## config.mk

```make
export PLATFORM = sky130hd
export DESIGN_NAME = thermal_throttle_control
export DESIGN_NICKNAME = d
export VERILOG_FILES = /design/src/thermal_pkg.sv /design/src/clock_modulator.sv /design/src/hyst_timer.sv /design/src/thermal_throttle_control.sv
export VERILOG_INCLUDE_DIRS = /design/src
export SDC_FILE = /design/constraint.sdc
export NUM_CORES = 1
export LEC_CHECK = 0
export BUFFER_PORTS_ARGS = -buffer_cell sky130_fd_sc_hd__buf_4
export CORE_UTILIZATION = 42
export DETAILED_ROUTE_END_ITERATION = 8
export GPL_ROUTABILITY_DRIVEN = 0
export PLACE_DENSITY = 0.64
export SETUP_SLACK_MARGIN = 0.4
export SYNTH_ARGS = -nofsm -noshare
export SYNTH_HDL_FRONTEND = slang
export SYNTH_SLANG_ARGS = --single-unit
```

## constraint.sdc

```tcl
create_clock -name clock_i -period 3.6 [get_ports clock_i]
set_clock_uncertainty 0.2 [all_clocks]
set_input_delay 0 -clock clock_i [delete_from_list [all_inputs] [get_ports clock_i]]
set_output_delay 0 -clock clock_i [all_outputs]
set_load 0.1 [all_outputs]
```

## src/thermal_cfg.svh

```systemverilog
// Behaviour
// - At maximum temperature engage throttle circuit; gating mode stops and restarts core clocks
// - Trip threshold is fixed in hardware; software cannot set or read it
// - While gating, snooping continues; interrupts latched, serviced only while clocks run
// - Gating alternates off and on at fixed duty; off intervals within 3.0 us
// - Gating releases only when cool and hysteresis timer has expired
// - Temperature-triggered gating duty is fixed at manufacture, not alterable
// - Frequency/voltage mode first drops to lower bus multiplier, about 5 us
// - During frequency change block bus traffic and hold edge interrupts pending
// - After lower frequency engages, step voltage code one entry per step to target
// - On release after hysteresis restore voltage code first, then normal frequency
// - Normal point uses ratio status register ratio and nominal voltage code
// - Hot signal asserted on high temperature whatever throttle modes are enabled
// - Software forcing never activates frequency/voltage throttling, only clock gating
// - Forcing bit set starts clock modulation immediately regardless of temperature
// - Forced mode takes on-duty from bits 3:1, 12.5% to 87.5% steps
// - Forced and temperature throttle together use the factory duty cycle
// - Optional interrupt on hot signal assertion, deassertion or both
// - Hot signal driven active when either core reaches its maximum temperature
// - External hot input throttles both cores, if enabled, until released
`ifndef THERMAL_CFG_SVH
`define THERMAL_CFG_SVH

`define CLK_MHZ         25
`define FACTORY_DUTY    3'h4
`define MOD_SLOT_NS     300
`define MOD_SLOT_CYC    (((`MOD_SLOT_NS * `CLK_MHZ) / 1000) < 1 ? 1 : ((`MOD_SLOT_NS * `CLK_MHZ) / 1000))
`define FREQ_SW_NS      5000
`define FREQ_SW_CYC     ((`FREQ_SW_NS * `CLK_MHZ) / 1000)
`define VSTEP_NS        1000
`define VSTEP_CYC       ((`VSTEP_NS * `CLK_MHZ) / 1000)
`define HYST_US         100
`define HYST_CYC        (`HYST_US * `CLK_MHZ)
`define CNT_W           8
`define HYST_W          12
`define RATIO_W         8
`define VSC_W           6
`define CTL_FORCE_BIT   4
`define CTL_DUTY_HI     3
`define CTL_DUTY_LO     1
`define IRQ_SEL_ASSERT  0
`define IRQ_SEL_DEASSERT 1

`endif

```

## src/thermal_pkg.sv

```systemverilog
`include "thermal_cfg.svh"
package thermal_pkg;
  typedef struct packed {
    logic [`RATIO_W-1:0] ratio;
    logic [`VSC_W-1:0]   vsc;
  } op_point_t;

  typedef struct packed {
    logic       enable;
    logic [2:0] duty;
  } mod_cfg_t;

  typedef enum logic [5:0] {
    FV_NORMAL  = 6'h01,
    FV_FREQ_DN = 6'h02,
    FV_VOLT_DN = 6'h04,
    FV_LOW     = 6'h08,
    FV_VOLT_UP = 6'h10,
    FV_FREQ_UP = 6'h20
  } fv_state_t;
endpackage

```

## src/clock_modulator.sv

```systemverilog
`timescale 1ns/1ps
`default_nettype none
`include "thermal_cfg.svh"
module clock_modulator
  import thermal_pkg::*;
(
  // Clock and reset
  input  wire logic     clock_i,
  input  wire logic     rst_i,
  // Duty request
  input  wire mod_cfg_t cfg_i,
  // Core clock gate
  output logic          clk_run_o
);
  logic [`CNT_W-1:0] slot_cnt_r;
  logic [`CNT_W-1:0] slot_cnt_nxt;
  logic [2:0]        slot_r;
  logic [2:0]        slot_nxt;
  logic              run_r;
  logic              run_nxt;

  // Eight slots per period; slot n runs while n < duty
  always_comb begin
    slot_cnt_nxt = slot_cnt_r;
    slot_nxt     = slot_r;
    if (!cfg_i.enable) begin
      slot_cnt_nxt = '0;
      slot_nxt     = '0;
    end else if (slot_cnt_r == `CNT_W'(`MOD_SLOT_CYC - 1)) begin
      slot_cnt_nxt = '0;
      slot_nxt     = slot_r + 3'h1;
    end else begin
      slot_cnt_nxt = slot_cnt_r + `CNT_W'(1);
    end
    run_nxt = !cfg_i.enable || (slot_nxt < cfg_i.duty);
  end

  always_ff @(posedge clock_i or posedge rst_i) begin
    if (rst_i) begin
      slot_cnt_r <= '0;
      slot_r     <= '0;
      run_r      <= 1'b1;
    end else begin
      slot_cnt_r <= slot_cnt_nxt;
      slot_r     <= slot_nxt;
      run_r      <= run_nxt;
    end
  end

  assign clk_run_o = run_r;
endmodule
`default_nettype wire

```

## src/hyst_timer.sv

```systemverilog
`timescale 1ns/1ps
`default_nettype none
`include "thermal_cfg.svh"
module hyst_timer (
  // Clock and reset
  input  wire logic clock_i,
  input  wire logic rst_i,
  // Restart while hot
  input  wire logic hot_i,
  // Cool long enough
  output logic      expired_o
);
  logic [`HYST_W-1:0] cnt_r;
  logic [`HYST_W-1:0] cnt_nxt;

  always_comb begin
    if (hot_i)
      cnt_nxt = '0;
    else if (cnt_r != `HYST_W'(`HYST_CYC))
      cnt_nxt = cnt_r + `HYST_W'(1);
    else
      cnt_nxt = cnt_r;
  end

  always_ff @(posedge clock_i or posedge rst_i) begin
    if (rst_i)
      cnt_r <= '0;
    else
      cnt_r <= cnt_nxt;
  end

  assign expired_o = !hot_i && (cnt_r == `HYST_W'(`HYST_CYC));
endmodule
`default_nettype wire

```

## src/thermal_throttle_control.sv

```systemverilog
`timescale 1ns/1ps
`default_nettype none
`include "thermal_cfg.svh"
module thermal_throttle_control
  import thermal_pkg::*;
(
  // Clock and reset
  input  wire logic                clock_i,
  input  wire logic                rst_i,
  // Per-core comparators against the fused trip point
  input  wire logic [1:0]          core_hot_i,
  // Open-drain hot line
  input  wire logic                thermal_alarm_n_i,
  output logic                     thermal_alarm_n_o,
  output logic                     thermal_alarm_n_oe_o,
  // Configuration
  input  wire logic                gate_throttle_en_i,
  input  wire logic                freq_voltage_throttle_mode_i,
  input  wire logic [4:0]          clock_modulation_control_reg_i,
  input  wire logic [`RATIO_W-1:0] ratio_status_reg_i,
  input  wire logic [`VSC_W-1:0]   nominal_vsc_i,
  input  wire op_point_t           low_point_i,
  input  wire logic [1:0]          alarm_irq_sel_i,
  // Interrupt intake and service
  input  wire logic                irq_edge_i,
  output logic                     irq_service_o,
  output logic                     irq_pending_o,
  output logic                     alarm_irq_o,
  // Core and bus control
  output logic                     core_clk_run_o,
  output logic                     bus_block_o,
  output logic                     snoop_en_o,
  output op_point_t                op_point_o,
  output logic                     tcc_gate_active_o,
  output logic                     fv_active_o
);
  logic      own_hot;
  logic      ext_hot;
  logic      hot_any;
  logic      hyst_done;
  logic      force_mod;
  logic [2:0] force_duty;
  mod_cfg_t  mod_cfg;
  logic      clk_run;

  // Pin state
  logic      hot_prev_r;
  logic      hot_prev_nxt;
  logic      alarm_irq_r;
  logic      alarm_irq_nxt;

  // Gating throttle
  logic      gate_r;
  logic      gate_nxt;

  // Frequency/voltage point
  fv_state_t          state_r;
  fv_state_t          state_nxt;
  logic [`CNT_W-1:0]  cnt_r;
  logic [`CNT_W-1:0]  cnt_nxt;
  op_point_t          point_r;
  op_point_t          point_nxt;

  // Interrupt latch
  logic      pend_r;
  logic      pend_nxt;
  logic      serve_r;
  logic      serve_nxt;

  // Own comparators only; the threshold has no software path
  assign own_hot = |core_hot_i;
  // Line is low when anyone pulls it; the own pull does not count as external
  assign ext_hot = !thermal_alarm_n_i && !own_hot;
  assign hot_any = own_hot || ext_hot;

  // Drive low whenever a core is hot, whatever modes are enabled
  assign thermal_alarm_n_o    = 1'b0;
  assign thermal_alarm_n_oe_o = own_hot;

  assign force_mod  = clock_modulation_control_reg_i[`CTL_FORCE_BIT];
  assign force_duty = clock_modulation_control_reg_i[`CTL_DUTY_HI:`CTL_DUTY_LO];

  hyst_timer u_hyst (
    .clock_i   (clock_i),
    .rst_i     (rst_i),
    .hot_i     (hot_any),
    .expired_o (hyst_done)
  );

  // Alarm edge interrupt request
  always_comb begin
    hot_prev_nxt  = hot_any;
    alarm_irq_nxt = (hot_any && !hot_prev_r && alarm_irq_sel_i[`IRQ_SEL_ASSERT]) ||
                    (!hot_any && hot_prev_r && alarm_irq_sel_i[`IRQ_SEL_DEASSERT]);
  end

  always_ff @(posedge clock_i or posedge rst_i) begin
    if (rst_i) begin
      hot_prev_r  <= 1'b0;
      alarm_irq_r <= 1'b0;
    end else begin
      hot_prev_r  <= hot_prev_nxt;
      alarm_irq_r <= alarm_irq_nxt;
    end
  end

  // Gating throttle: engage on heat, hold until cool plus hysteresis
  always_comb begin
    gate_nxt = gate_r;
    if (!gate_throttle_en_i)
      gate_nxt = 1'b0;
    else if (hot_any)
      gate_nxt = 1'b1;
    else if (hyst_done)
      gate_nxt = 1'b0;
  end

  always_ff @(posedge clock_i or posedge rst_i) begin
    if (rst_i)
      gate_r <= 1'b0;
    else
      gate_r <= gate_nxt;
  end

  // Factory duty wins over the forced one; duty 0 is reserved, factory used
  always_comb begin
    mod_cfg.enable = gate_r || force_mod;
    if (gate_r || force_duty == 3'h0)
      mod_cfg.duty = `FACTORY_DUTY;
    else
      mod_cfg.duty = force_duty;
  end

  clock_modulator u_mod (
    .clock_i   (clock_i),
    .rst_i     (rst_i),
    .cfg_i     (mod_cfg),
    .clk_run_o (clk_run)
  );

  // Frequency/voltage sequencer; only temperature starts it, never forcing
  always_comb begin
    state_nxt = state_r;
    cnt_nxt   = cnt_r;
    point_nxt = point_r;
    case (state_r)
      FV_NORMAL: begin
        point_nxt.ratio = ratio_status_reg_i;
        point_nxt.vsc   = nominal_vsc_i;
        if (freq_voltage_throttle_mode_i && hot_any) begin
          state_nxt       = FV_FREQ_DN;
          point_nxt.ratio = low_point_i.ratio;
          cnt_nxt         = '0;
        end
      end
      FV_FREQ_DN: begin
        if (cnt_r == `CNT_W'(`FREQ_SW_CYC - 1)) begin
          state_nxt = FV_VOLT_DN;
          cnt_nxt   = '0;
        end else begin
          cnt_nxt = cnt_r + `CNT_W'(1);
        end
      end
      FV_VOLT_DN: begin
        if (point_r.vsc == low_point_i.vsc) begin
          state_nxt = FV_LOW;
        end else if (cnt_r == `CNT_W'(`VSTEP_CYC - 1)) begin
          cnt_nxt = '0;
          if (point_r.vsc < low_point_i.vsc)
            point_nxt.vsc = point_r.vsc + `VSC_W'(1);
          else
            point_nxt.vsc = point_r.vsc - `VSC_W'(1);
        end else begin
          cnt_nxt = cnt_r + `CNT_W'(1);
        end
      end
      FV_LOW: begin
        cnt_nxt = '0;
        if (!hot_any && hyst_done)
          state_nxt = FV_VOLT_UP;
      end
      FV_VOLT_UP: begin
        if (point_r.vsc == nominal_vsc_i) begin
          state_nxt       = FV_FREQ_UP;
          point_nxt.ratio = ratio_status_reg_i;
          cnt_nxt         = '0;
        end else if (cnt_r == `CNT_W'(`VSTEP_CYC - 1)) begin
          cnt_nxt = '0;
          if (point_r.vsc < nominal_vsc_i)
            point_nxt.vsc = point_r.vsc + `VSC_W'(1);
          else
            point_nxt.vsc = point_r.vsc - `VSC_W'(1);
        end else begin
          cnt_nxt = cnt_r + `CNT_W'(1);
        end
      end
      FV_FREQ_UP: begin
        if (cnt_r == `CNT_W'(`FREQ_SW_CYC - 1)) begin
          state_nxt = FV_NORMAL;
          cnt_nxt   = '0;
        end else begin
          cnt_nxt = cnt_r + `CNT_W'(1);
        end
      end
      default: begin
        state_nxt = FV_NORMAL;
        cnt_nxt   = '0;
      end
    endcase
  end

  always_ff @(posedge clock_i or posedge rst_i) begin
    if (rst_i) begin
      state_r <= FV_NORMAL;
      cnt_r   <= '0;
      point_r <= '0;
    end else begin
      state_r <= state_nxt;
      cnt_r   <= cnt_nxt;
      point_r <= point_nxt;
    end
  end

  // Bus frozen only while the multiplier moves
  assign bus_block_o = (state_r == FV_FREQ_DN) || (state_r == FV_FREQ_UP);
  // Snooping is unaffected by clock gating
  assign snoop_en_o  = !bus_block_o;

  // Interrupt latch; a new edge wins over the service clear
  always_comb begin
    serve_nxt = pend_r && clk_run && !bus_block_o;
    pend_nxt  = (pend_r && !serve_nxt) || irq_edge_i;
  end

  always_ff @(posedge clock_i or posedge rst_i) begin
    if (rst_i) begin
      pend_r  <= 1'b0;
      serve_r <= 1'b0;
    end else begin
      pend_r  <= pend_nxt;
      serve_r <= serve_nxt;
    end
  end

  assign irq_service_o     = serve_r;
  assign irq_pending_o     = pend_r;
  assign alarm_irq_o       = alarm_irq_r;
  assign core_clk_run_o    = clk_run;
  assign op_point_o        = point_r;
  assign tcc_gate_active_o = gate_r;
  assign fv_active_o       = (state_r != FV_NORMAL);
endmodule
`default_nettype wire

```

==> flow_metrics.env <==
export IMPL_viasPerCell=5.33
export IMPL_most_common_layout_cells="buf_4, dfrtp_1, nor2_1, nand2_1, dlygate4sd3_1"
export IMPL_max_cap_viol_count=0
export IMPL_cts_tree="done"
export IMPL_required_ps=3580
export IMPL_yosysTopAreaCellShare_pct=38.1
export IMPL_syn_inst=384
export IMPL_antenna_found_initial=0
export IMPL_synth_seq_cells=57
export IMPL_die_area_sq_mm=0.00897
export IMPL_period_share_pct=83.1
export IMPL_synth_edf_count=0
export IMPL_cts_resized=0
export IMPL_synth_area_sq_mm=0.00361
export IMPL_first_pass_iters=7
export IMPL_yosysUniqueCellTypes=68
export IMPL_mostFrequentLayoutCell="buf_4"
export IMPL_fmax_mhz=334
export IMPL_place_hpwl_microns=5880
export IMPL_drv_slew=0
export IMPL_synth_avg_cell_area_sq_um=9.40
export IMPL_cts_buffer_depth=2
export IMPL_diodes=0
export IMPL_ioPinCount=67
export IMPL_p_leak_uw=0.00223
export IMPL_cts_buffers=9
export IMPL_first_iter_violations=137
export IMPL_crit_fanout=8
export IMPL_ys_warnings_count=0
export IMPL_hold_viol=0
export IMPL_drc_errors=0
export IMPL_drive_gt1_share_pct=21.8
export IMPL_slew_headroom_pct=34.4
export IMPL_hold_path_class="input pin to flip-flop"
export IMPL_routedWlPerCell_microns=14.0
export IMPL_overflow=0
export IMPL_cp_end_kind="flip-flop"
export IMPL_setup_viol=0
export IMPL_synth_top_cell_by_area="dfrtp_1"
export IMPL_crit_type="flip-flop to flip-flop"
export IMPL_core_area_sq_mm=0.00826
export IMPL_p_per_area_mw_per_mm2=857
export IMPL_grt_max_degree=39
export IMPL_clk_latency_ps=340
export IMPL_grt_pass1_vias=3011
export IMPL_drt_wl_total_microns=8250
export IMPL_initial_core_util_pct=43.7
export IMPL_grtUsageTotal_pct=19.4
export IMPL_max_vdd_ir_drop_uv=885
export IMPL_rsz0062_at_grt="no"
export IMPL_grt_pass1_wl_microns=13600
export IMPL_clock_sinks=57
export IMPL_final_nets=547
export IMPL_port_buffers=64
export IMPL_clkTransAtPathRegs_ps=70
export IMPL_finalSetupTns_ps=0
export IMPL_vias=3149
export IMPL_fin_area_sq_mm=0.00470
export IMPL_min_period_ps=2990
export IMPL_areaGrowthSynthToFinish_pct=30.2
export IMPL_synth_seq_area_share_pct=39.6
export IMPL_syn_num_nets=450
export IMPL_cts_root_buffer="clkbuf_8"
export IMPL_synth_top_cells_by_area="dfrtp_1, ha_1, mux2i_1, xor2_1, nor2_1"
export IMPL_die_height_microns=94.7
export IMPL_die_x_microns=94.7
export IMPL_dpl_instance_area_sq_mm=0.00421
export IMPL_arrival_ps=2970
export IMPL_synth_ff_type="dfrtp_1"
export IMPL_outcome="complete, no violations"
export IMPL_drtAntennaViolNets=0
export IMPL_tightest_slew_ps=982
export IMPL_placement_rows=33
export IMPL_start_kind="flip-flop"
export IMPL_htree_levels=3
export IMPL_async_reset_ff_share_pct=100
## final timing paths
check	from	endpoint	slack [ps]	cells past startpoint
min in group asynchronous	rst_i	u_mod.slot_cnt_r[6]	170	3
worst min-delay path	core_hot_i[1]	hot_prev_r	20	2
worst max-delay path	state_r[4]	op_point_o[9]	610	6
worst min register to register	op_point_o[8]	op_point_o[8]	290	2
worst max register to register	state_r[4]	op_point_o[9]	610	6
max in group asynchronous	rst_i	op_point_o[13]	2250	4
## metal layers
| layer | vias to the layer above | track usage (%) | share of wire [%] |
|---|---|---|---|
| li1 | 1572 | - | - |
| met1 | 1480 | 25.4 | 48 |
| met2 | 88 | 31.8 | 46 |
| met3 | 9 | 4.51 | 4.8 |
| met4 | 0 | 5.81 | 0.95 |
| met5 | - | 0 | 0 |
## cells in the mapped netlist (3+ instances only)
cell type,count
nand2b_1,3
and3_1,11
a21o_1,3
o22ai_1,3
mux2i_1,14
nor2b_1,7
nand2_1,31
or3_1,6
a21oi_1,16
inv_1,26
o21ai_1,12
or3b_2,3
nor2_1,36
and4_1,3
nor3_1,6
xnor2_1,10
nor4_1,5
clkbuf_1,4
or2_2,3
dfrtp_1,55
nand4_1,6
ha_1,23
xor2_1,16
nand3_1,19
o21ai_0,9
## per-stage QoR
| stage | power (uW) | setup WS [ps] | cells | util [%] | hold WS [ps] |
|---|---|---|---|---|---|
| floorplan | 2870 | 160 | 384 | - | -108 |
| global route | 4290 | 434 | 591 | 56.9 | 41.9 |
| global placement | 3320 | 1010 | 547 | 50.9 | -23.0 |
| finish | 4030 | 609 | 591 | 56.9 | 18.7 |
| detailed placement | 3360 | 1010 | 547 | 50.9 | -1.00 |
| CTS | 4050 | 621 | 591 | 56.9 | 7.78 |
## cell type report
| type | count | area (sq um) |
|---|---|---|
| Tap cell | 105 | 131 |
| Clock buffer | 12 | 165 |
| Inverter | 26 | 97.6 |
| Fill cell | 719 | 3560 |
| Multi-Input combinational cell | 294 | 2060 |
| Clock inverter | 4 | 50.0 |
| Timing Repair Buffer | 93 | 768 |
| Sequential cell | 57 | 1430 |
## logic make-up (layout without fill, tap and decap cells)
family | count (synthesis) | count (layout) | share of synthesized area (%)
adders and majority gates | 23 | 23 | 7.97
DFF | 57 | 57 | 39.6
and+or+nand+nor | 154 | 154 | 23.0
xor gates and xnor gates | 26 | 26 | 6.31
other | 1 | 1 | 0.104
buffers and inverters | 33 | 135 | 3.78
AOI/OAI and AO/OA | 74 | 74 | 14.7
muxes | 16 | 16 | 4.51
## power breakdown
part	leakage [uW]	internal, uW	switching, uW
Sequential	0.000745	805	203
Clock	0.000105	375	263
Combinational	0.00138	764	1620
## sequential cells by signal, summed over array words and instances, names as in the netlist
| name | cells |
|---|---|
| irq_pending_o | 1 |
| state_r | 6 |
| op_point_o | 14 |
| alarm_irq_o | 1 |
| u_mod.slot_r | 3 |
| u_mod.slot_cnt_r | 8 |
| tcc_gate_active_o | 1 |
| u_hyst.cnt_r | 12 |
| cnt_r | 8 |
| hot_prev_r | 1 |
| u_mod.clk_run_o | 1 |
| irq_service_o | 1 |
## critical path: stages, from the launching register on
cell and delay (ps):
dfrtp_1 490, or3b_2 520, or2_1 300, nand3_1 430, mux2i_1 250, dlygate4sd3_1 590, o21ai_1 60
## what timing repair did
action	4_1_cts	5_1_grt
setup endpoints to repair	0	0
endpoints found under the hold margin	63	0
hold buffers	28	0
buffers inserted	0	0
Power figures use the tool's default switching activity.
